### config.mk
export PLATFORM = sky130hd
export DESIGN_NAME = irmf_filter
export DESIGN_NICKNAME = d
export VERILOG_FILES = /design/src/irmf_pkg.sv /design/src/irmf_filter.sv
export SDC_FILE = /design/constraint.sdc
export NUM_CORES = 1
export LEC_CHECK = 0
export ABC_CLOCK_PERIOD_IN_PS = 4800
export CORE_ASPECT_RATIO = 0.75
export CORE_MARGIN = 3
export CORE_UTILIZATION = 55
export CTS_CLUSTER_DIAMETER = 200
export DETAILED_ROUTE_END_ITERATION = 10
export DONT_BUFFER_PORTS = 1
export GPL_TIMING_DRIVEN = 0
export HOLD_SLACK_MARGIN = 0.06
export PLACE_DENSITY = 0.7
export SYNTH_ARGS = -nofsm -noshare
export SYNTH_HDL_FRONTEND = slang
export SYNTH_SLANG_ARGS = --single-unit
### constraint.sdc
create_clock -name i_sys_clk -period 4.8 [get_ports i_sys_clk]
set_input_delay 0.72 -clock i_sys_clk [delete_from_list [all_inputs] [get_ports i_sys_clk]]
set_output_delay 0.72 -clock i_sys_clk [all_outputs]
set_load 0.01 [all_outputs]
### src/irmf_pkg.sv
package irmf_pkg;
   localparam logic [15:0] IRMF_PTR_BASE     = 16'h040c;
   localparam logic [15:0] IRMF_MATCH_BASE   = 16'h410c;
   localparam logic [15:0] IRMF_CTX_STRIDE   = 16'h0020;
   localparam int          IRMF_TAG11_BIT    = 31;
   localparam int          IRMF_TAG10_BIT    = 30;
   localparam int          IRMF_TAG01_BIT    = 29;
   localparam int          IRMF_TAG00_BIT    = 28;
   localparam int          IRMF_CYC_HI       = 24;
   localparam int          IRMF_CYC_LO       = 12;
   localparam int          IRMF_SYNC_HI      = 11;
   localparam int          IRMF_SYNC_LO      = 8;
   localparam int          IRMF_SYNCQ_BIT    = 6;
   localparam int          IRMF_CHAN_HI      = 5;
   localparam int          IRMF_CHAN_LO      = 0;
   localparam logic [31:0] IRMF_MATCH_RSV    = 32'h0e000080;
   localparam logic [1:0]  IRMF_WAIT_SYNC    = 2'h3;
   localparam logic [1:0]  IRMF_TAG_01       = 2'h1;
   localparam logic [1:0]  IRMF_SYNC_TOP_OK  = 2'h0;

   typedef struct packed {
      logic       valid;
      logic [5:0] channel;
      logic [1:0] tag;
      logic [3:0] sync;
   } irmf_pkt_t;

   typedef enum logic [1:0] {
      IRMF_IDLE    = 2'b00,
      IRMF_WAITCYC = 2'b01,
      IRMF_ACTIVE  = 2'b10
   } irmf_state_t;
endpackage

### src/irmf_filter.sv
// Overview of operation
// - Per-context descriptor pointer at base plus stride.
// - Bits 31..28 enable tags 11,10,01,00.
// - Cycle field starts context on equal count.
// - Sync field compared when wait-select is 11.
// - Tag-01 qualifier requires sync top bits 00.
// - Other tags unaffected by tag-01 qualifier.
// - Qualifier clear: only tag enables matter.
// - Channel field selects single accepted channel.
// - Multi-channel mode uses shared channel mask.
// - Cycle start enable clear request pulses on activation.
`timescale 1ns/1ns
`default_nettype none
module irmf_filter #(
   parameter int NUM_CTX = 4
) (
   input  wire logic                i_sys_clk,
   input  wire logic                i_reset_n,
   input  wire logic                i_reg_wr,
   input  wire logic                i_reg_rd,
   input  wire logic [15:0]         i_reg_addr,
   input  wire logic [31:0]         i_reg_wdata,
   output logic      [31:0]         o_reg_rdata,
   input  wire logic [NUM_CTX-1:0]  i_run,
   input  wire logic [NUM_CTX-1:0]  i_start_on_cycle_enable,
   input  wire logic [NUM_CTX-1:0]  i_multi_channel_receive,
   input  wire logic [63:0]         i_channel_mask,
   input  wire logic [NUM_CTX*2-1:0] i_wait_select,
   input  wire logic                i_cycle_start,
   input  wire logic [12:0]         i_cycle_count,
   input  wire irmf_pkg::irmf_pkt_t i_pkt,
   output logic      [NUM_CTX-1:0]  o_accept,
   output logic      [NUM_CTX-1:0]  o_active,
   output logic      [NUM_CTX-1:0]  o_cycle_enable_clear
);
   logic [31:0]           ptr_r      [NUM_CTX];
   logic [31:0]           match_r    [NUM_CTX];
   irmf_pkg::irmf_state_t state_r    [NUM_CTX];
   irmf_pkg::irmf_state_t state_nxt  [NUM_CTX];
   logic [NUM_CTX-1:0]    ptr_hit;
   logic [NUM_CTX-1:0]    match_hit;
   logic [NUM_CTX-1:0]    cycle_hit;
   logic [NUM_CTX-1:0]    chan_ok;
   logic [NUM_CTX-1:0]    sync_ok;
   logic [NUM_CTX-1:0]    tag_pass;
   logic [NUM_CTX-1:0]    clear_nxt;
   logic [NUM_CTX-1:0]    active_nxt;
   logic [NUM_CTX-1:0]    accept_nxt;

   function automatic logic [15:0] ctx_addr(input logic [15:0] base, input int n);
      ctx_addr = base + 16'(n) * irmf_pkg::IRMF_CTX_STRIDE;
   endfunction

   function automatic logic addr_hit(input logic [15:0] addr,
                                     input logic [15:0] base,
                                     input int          n);
      addr_hit = (addr == ctx_addr(base, n));
   endfunction

   function automatic logic [12:0] cycle_field(
      input logic [31:0] m);
      cycle_field = m[irmf_pkg::IRMF_CYC_HI:irmf_pkg::IRMF_CYC_LO];
   endfunction

   function automatic logic [3:0] sync_field(
      input logic [31:0] m);
      sync_field = m[irmf_pkg::IRMF_SYNC_HI:irmf_pkg::IRMF_SYNC_LO];
   endfunction

   function automatic logic [5:0] chan_field(
      input logic [31:0] m);
      chan_field = m[irmf_pkg::IRMF_CHAN_HI:irmf_pkg::IRMF_CHAN_LO];
   endfunction

   function automatic logic tag_ok(input logic [31:0]         m,
                                   input irmf_pkg::irmf_pkt_t p);
      logic en;
      en = m[irmf_pkg::IRMF_TAG00_BIT + int'(p.tag)];
      if (p.tag == irmf_pkg::IRMF_TAG_01 && m[irmf_pkg::IRMF_SYNCQ_BIT]) begin
         en = en && (p.sync[3:2] == irmf_pkg::IRMF_SYNC_TOP_OK);
      end
      tag_ok = en;
   endfunction

   // Address and cycle decode shared by the register and start logic.
   always_comb begin
      for (int n = 0; n < NUM_CTX; n++) begin
         ptr_hit[n]   = addr_hit(i_reg_addr, irmf_pkg::IRMF_PTR_BASE, n);
         match_hit[n] = addr_hit(i_reg_addr, irmf_pkg::IRMF_MATCH_BASE, n);
         cycle_hit[n] = i_cycle_start && (i_cycle_count == cycle_field(match_r[n]));
      end
   end

   always_ff @(posedge i_sys_clk) begin
      for (int n = 0; n < NUM_CTX; n++) begin
         if (!i_reset_n) begin
            ptr_r[n] <= '0;
         end else if (i_reg_wr && ptr_hit[n]) begin
            ptr_r[n] <= i_reg_wdata;
         end
      end
   end

   // Reserved match bits are never stored, so they always read back zero.
   always_ff @(posedge i_sys_clk) begin
      for (int n = 0; n < NUM_CTX; n++) begin
         if (!i_reset_n) begin
            match_r[n] <= '0;
         end else if (i_reg_wr && match_hit[n]) begin
            match_r[n] <= i_reg_wdata & ~irmf_pkg::IRMF_MATCH_RSV;
         end
      end
   end

   always_comb begin
      o_reg_rdata = '0;
      for (int n = 0; n < NUM_CTX; n++) begin
         if (i_reg_rd && ptr_hit[n]) begin
            o_reg_rdata = ptr_r[n];
         end
         if (i_reg_rd && match_hit[n]) begin
            o_reg_rdata = match_r[n];
         end
      end
   end

   // A stopped context always falls back to idle, whatever its state.
   always_comb begin
      for (int n = 0; n < NUM_CTX; n++) begin
         state_nxt[n] = state_r[n];
         clear_nxt[n] = 1'b0;
         if (!i_run[n]) begin
            state_nxt[n] = irmf_pkg::IRMF_IDLE;
         end else begin
            case (state_r[n])
               irmf_pkg::IRMF_IDLE: begin
                  if (i_start_on_cycle_enable[n]) begin
                     state_nxt[n] = irmf_pkg::IRMF_WAITCYC;
                  end else begin
                     state_nxt[n] = irmf_pkg::IRMF_ACTIVE;
                  end
               end
               irmf_pkg::IRMF_WAITCYC: begin
                  if (cycle_hit[n]) begin
                     state_nxt[n] = irmf_pkg::IRMF_ACTIVE;
                     clear_nxt[n] = 1'b1;
                  end
               end
               irmf_pkg::IRMF_ACTIVE: state_nxt[n] = irmf_pkg::IRMF_ACTIVE;
               default: state_nxt[n] = irmf_pkg::IRMF_IDLE;
            endcase
         end
         active_nxt[n] = (state_r[n] == irmf_pkg::IRMF_ACTIVE);
      end
   end

   always_ff @(posedge i_sys_clk) begin
      for (int n = 0; n < NUM_CTX; n++) begin
         if (!i_reset_n) begin
            state_r[n] <= irmf_pkg::IRMF_IDLE;
         end else begin
            state_r[n] <= state_nxt[n];
         end
      end
   end

   // The clear request is a single-cycle pulse toward context control.
   always_ff @(posedge i_sys_clk) begin
      if (!i_reset_n) begin
         o_cycle_enable_clear <= '0;
      end else begin
         o_cycle_enable_clear <= clear_nxt;
      end
   end

   // Channel qualification, either one channel or the shared mask.
   always_comb begin
      for (int n = 0; n < NUM_CTX; n++) begin
         if (i_multi_channel_receive[n]) begin
            chan_ok[n] = i_channel_mask[i_pkt.channel];
         end else begin
            chan_ok[n] = (i_pkt.channel == chan_field(match_r[n]));
         end
      end
   end

   // Apart from the tag-01 qualifier, the sync value only matters while the descriptor waits on it.
   always_comb begin
      for (int n = 0; n < NUM_CTX; n++) begin
         if (i_wait_select[2*n +: 2] == irmf_pkg::IRMF_WAIT_SYNC) begin
            sync_ok[n] = (i_pkt.sync == sync_field(match_r[n]));
         end else begin
            sync_ok[n] = 1'b1;
         end
      end
   end

   always_comb begin
      for (int n = 0; n < NUM_CTX; n++) begin
         tag_pass[n]   = tag_ok(match_r[n], i_pkt);
         accept_nxt[n] = i_pkt.valid && (state_r[n] == irmf_pkg::IRMF_ACTIVE) &&
                         chan_ok[n] && sync_ok[n] && tag_pass[n];
      end
   end

   always_ff @(posedge i_sys_clk) begin
      if (!i_reset_n) begin
         o_accept <= '0;
      end else begin
         o_accept <= accept_nxt;
      end
   end

   always_ff @(posedge i_sys_clk) begin
      if (!i_reset_n) begin
         o_active <= '0;
      end else begin
         o_active <= active_nxt;
      end
   end
endmodule
`default_nettype wire

# After elaboration in Yosys (flattened, before gate mapping)
# Memory sizes are Yosys's and may differ from the RTL's.
# Index checks and enable logic that the tools add are counted.
[totals]
regBits = 12
latch_bits = 0
mem_bits_rw = 248
mem_bits_ro = 0
in_bits = 163
output_inout_bits = 44
memories = 3
[op_classes]
addsub = 1
n_mul = 0
div_mod_pow = 0
n_lt_le_gt_ge = 2
eq_ne = 33
shift = 0
n_mux = 92
bitwise = 12
reduce_logical = 53
[mem_list]
columns = ["name", "words", "word_bits", "rd", "rd_ports_with_merged_regs", "wr", "line", "text"]
rows = [
  ["ptr_r", 4, 32, 4, 0, 4, "irmf_filter.sv:36", "logic [31:0] ptr_r [NUM_CTX];"],
  ["match_r", 4, 28, 4, 0, 4, "irmf_filter.sv:37", "logic [31:0] match_r [NUM_CTX];"],
  ["state_r", 4, 2, 4, 0, 4, "irmf_filter.sv:38", "irmf_pkg::irmf_state_t state_r [NUM_CTX];"],
]
[op_table]
columns = ["cell", "n"]
rows = [
  ["32-bit 2-to-1 mux", 12],
  ["28-bit 2-to-1 mux", 4],
  ["16-bit by 11-bit equality test with 1-bit output (second input constant)", 4],
  ["16-bit by 15-bit equality test with 1-bit output (second input constant)", 4],
  ["13-bit equality test", 4],
  ["1-bit 2-to-1 mux", 51],
  ["1-bit logical AND", 44],
  ["2-bit 2-to-1 mux", 16],
  ["6-bit equality test", 4],
  ["2-bit one-hot mux with 3 select lines", 4],
  ["1-bit binary-select mux with 5-bit select", 4],
  ["2-bit equality test (second input constant)", 8],
  ["4-bit equality test", 4],
  ["1-bit bitwise OR", 12],
  ["3-bit AND reduction", 4],
  ["2-bit by 1-bit equality test with 1-bit output (second input constant)", 5],
  ["2-bit zero test", 5],
  ["6-bit by 7-bit less-than comparator with 1-bit output (second input constant)", 1],
  ["5-bit by 2-bit adder with 6-bit output (first input constant)", 1],
  ["1-bit binary-select mux with 6-bit select", 1],
  ["6-bit less-than comparator (second input constant)", 1],
]

# Depth between registers and ports, before layout
[logic_depth]
ltp_word = 10
mapped_depth = 9
ltp_nobuf = 6

# Least setup slack after synthesis
# No wires, ideal clock.
[synth_timing]
kind = "input to register"
startpoint = "input i_reg_addr[7]"
endpoint = "memory ptr_r[3][0] (enable)"
setup_time_ns = 0.466
arrival_time_ns = 3.889
slack_ns = 0.445
cell_stages = 5
path_cell_list = "and4bb_1 nand4_2 nor2_1 nand2_1 o21ai_0"
[synth_rtl]
columns = ["item", "line", "text"]
rows = [
  ["start: declaration", "irmf_filter.sv:21", "input wire logic [15:0] i_reg_addr,"],
  ["end: declaration", "irmf_filter.sv:36", ""],
]

# Worst setup path after layout
[layout_timing]
startpoint = "input i_reg_addr[7]"
endpoint = "output o_reg_rdata[6]"
[layout_between]
elab_chain_cells = 10
word_cells_on_any_way = 24
[layout_rtl]
columns = ["item", "line", "text"]
rows = [
  ["16-bit by 11-bit equality test with 1-bit output", "irmf_filter.sv:57", "addr_hit = (addr == ctx_addr(base, n));"],
  ["1-bit logical AND", "irmf_filter.sv:118", "if (i_reg_rd && ptr_hit[n]) begin"],
  ["32-bit 2-to-1 mux", "irmf_filter.sv:118", ""],
  ["32-bit 2-to-1 mux", "irmf_filter.sv:121", "if (i_reg_rd && match_hit[n]) begin"],
  ["32-bit 2-to-1 mux", "irmf_filter.sv:118", ""],
  ["32-bit 2-to-1 mux", "irmf_filter.sv:121", ""],
  ["32-bit 2-to-1 mux", "irmf_filter.sv:118", ""],
  ["32-bit 2-to-1 mux", "irmf_filter.sv:121", ""],
  ["32-bit 2-to-1 mux", "irmf_filter.sv:118", ""],
  ["32-bit 2-to-1 mux (*)", "irmf_filter.sv:121", ""],
  ["end: declaration", "irmf_filter.sv:23", "output logic [31:0] o_reg_rdata,"],
]
# Every way passes the cells marked *; elsewhere a longest branch is shown, timed or not.

==> results.yml <==
yosys:
  yosysMostFrequentCell: "and2_1"
  postSynthCellCount: 1210
  syn_area_um2: 14000
  ys_ff_latch: 260
  yosys_warnings: 0
  synth_fp_nets: 1389
  ys_top_cells_by_count: "and2_1, edfxtp_1, nand2_1"
  yosys.area.top_type: "edfxtp_1"
  synth_cell_types: 62
  synth_flop_cell: "edfxtp_1"
  yosysTopAreaCellShare_pct: 51.6
  synthArstFlopShare_pct: 0
  synth_edf_count: 240
  syn_avg_cell_area_um2: 11.5
  ys_seq_area_share_pct: 54.5
  synth.top_cells.by_area: "edfxtp_1, and2_1, xnor2_1"
critical_path:
  path_max_fanout: 10
  worstSetupPathType: "in -> out"
  arrival_ns: 3.30
  worstPathRequired_ns: 4.08
  cp-end-kind: "output port"
  cp-start-kind: "primary input"
routing:
  drt_wl_total_um: 42700
  viasPerCell: 6.37
  drc_errors: 0
  drt_first_iter_violations: 1461
  num_vias: 10200
  wl_per_cell_um: 26.8
  ant_nets: 0
  firstDrtPassIters: 6
timing:
  fmax_mhz: 249
  fin_crit_sh_pct: 83.8
  maxSlewHeadroom_pct: 17.3
  finalCriticalPeriod_ns: 4.02
  final-max-slew-violation-count: 0
  setup-violations-final: 0
  holdWs_ns: 0.318
  final_hold_viol_count: 0
  rsz0062_at_grt: "false"
  worstMarginPinSlew_ns: 1.24
  clock_skew_ns: 0.0215
layout:
  layout-drive-gt1-share_pct: 8.47
  area_growth_pct: 10.8
  regArea_um2: 7610
  multiInputGateArea_um2: 6020
  final_nets: 1426
  fillCellCount: 1933
  stdcell_area_um2: 15500
  antennaDiodeCount: 0
clocking:
  cts_resized: 0
  clkSinkCount: 260
  post-cts-setup-buffers: 0
  cts-buffers-inserted: 27
  cts_tree: "yes"
  ctsHoldBuffers: 0
  clk_pin_slew_worst_paths_ns: 0.06
  clk_latency_ns: 0.54
  cts_max_path_buffers: 3
  cts_max_level: 1
  cts_root_buffer: "clkbuf_16"
min_path:
  min_path_type: "in -> reg"
status:
  status: "completed"
grt:
  grt_overflow_total: 0
  grt_max_degree: 23
  grt_pass1_vias: 9881
  grt_pass1_wl_um: 62800
  antenna_found_initial: 0
  track_usage_pct: 31.1
floorplan:
  initial_core_util_pct: 57.1
  core_um2: 24500
  core.rowCount: 49
  die-area_um2: 27400
  dieHeight_um: 144
  die_w_um: 190
  pin_count: 207
pwr:
  powerDensity_nw_per_um2: 322
  max-vdd-ir-drop_mv: 0.414
  p_leak_uw: 0.00522
run:
  maxCapViolCount: 0
place:
  dp_hpwl_um: 31100
  io_buffers: 0
  dpl-instance-area_um2: 14700
  place_congestion: 0.949
[cell families (layout without fill, tap and decap cells)]
| group | Yosys count | count (layout) | synth area share (%) |
|---|---|---|---|
| AOI/OAI and AO/OA | 190 | 190 | 10.0 |
| xor gates and xnor gates | 92 | 92 | 5.77 |
| adders and majority gates | 16 | 16 | 1.43 |
| buffers and inverters | 99 | 153 | 3.04 |
| DFF | 260 | 260 | 54.5 |
| muxes | 35 | 35 | 4.19 |
| and+or+nand+nor | 518 | 518 | 21.1 |
[final timing paths]
path | from | end | slack (ns) | cells after the start
max | i_reg_addr[7] | o_reg_rdata[6] | 0.78 | 7
min | i_run[0] | o_cycle_enable_clear[0] | 0.32 | 2
min reg2reg | state_r[0][1] | state_r[0][1] | 0.57 | 2
max reg2reg | match_r[0][15] | state_r[0][0] | 2.45 | 6
[layout make-up]
cell class | instances | area share [%]
multi-input cells | 851 | 38.9
clock buffers | 38 | 4.90
flip-flops and latches | 260 | 49.2
plain buffers | 84 | 2.38
well taps | 331 | 2.68
repair buffers | 8 | 1.23
clock inverters | 8 | 0.348
inverters | 15 | 0.364
[sequential cells by signal, indices dropped and copies added, names as in the netlist]
signal	cells
state_r	8
ptr_r	128
o_active	4
o_cycle_enable_clear	4
o_accept	4
match_r	112
[cells in the final DEF, fill, tap and decap left out, types with 4 or more instances in the layout]
cell type / n
and2_1: 246
edfxtp_1: 240
nand2_1: 81
xnor2_1: 65
clkbuf_1: 64
nor2_1: 54
a21oi_1: 36
nor2b_1: 28
clkbuf_16: 28
xor2_1: 27
o22ai_1: 27
a22o_1: 26
o2bb2ai_1: 26
nand2b_1: 26
a221o_1: 25
dfxtp_1: 20
nand3_1: 19
nand4_1: 18
buf_2: 18
mux4_2: 17
ha_1: 16
inv_1: 15
o21ai_0: 14
nor4_1: 13
mux2i_1: 12
o21ai_4: 8
nand3b_1: 5
mux2_2: 5
o31ai_1: 4
and3_1: 4
buf_4: 4
a222oi_1: 4
buf_1: 4
buf_16: 4
buf_12: 4
[where the power goes]
part           internal [µW]  switching, µW
clock                   1100            868
combinational            151            231
sequential              2580           60.1
[per-stage QoR]
step	setup TNS, ns	worst slack, ns	power [µW]	util (%)	cells
after floorplan	0	0.445	2910	-	1210
after global placement	-390.53	-2.20	3030	58.8	1541
after detailed placement	0	0.863	3050	59.9	1549
after CTS	0	0.867	4970	63.2	1595
after global routing	0	0.716	5120	63.2	1595
final	0	0.777	4990	63.2	1595
[critical path, stage by stage]
cell and delay [ns]:
and4bb_1 0.27, and4_1 0.21, buf_2 0.21, nand2_1 0.17, nor2_1 0.67, clkbuf_1 0.66
a22o_1 0.38
[layer usage]
layer,wire length (µm),vias up,track usage [%]
met2,18100,676,45.0
met4,1220,0,7.39
met5,0,-,0
met3,5710,98,8.89
met1,17600,4942,46.6
li1,-,4443,-
Power figures use the tool's default switching activity.
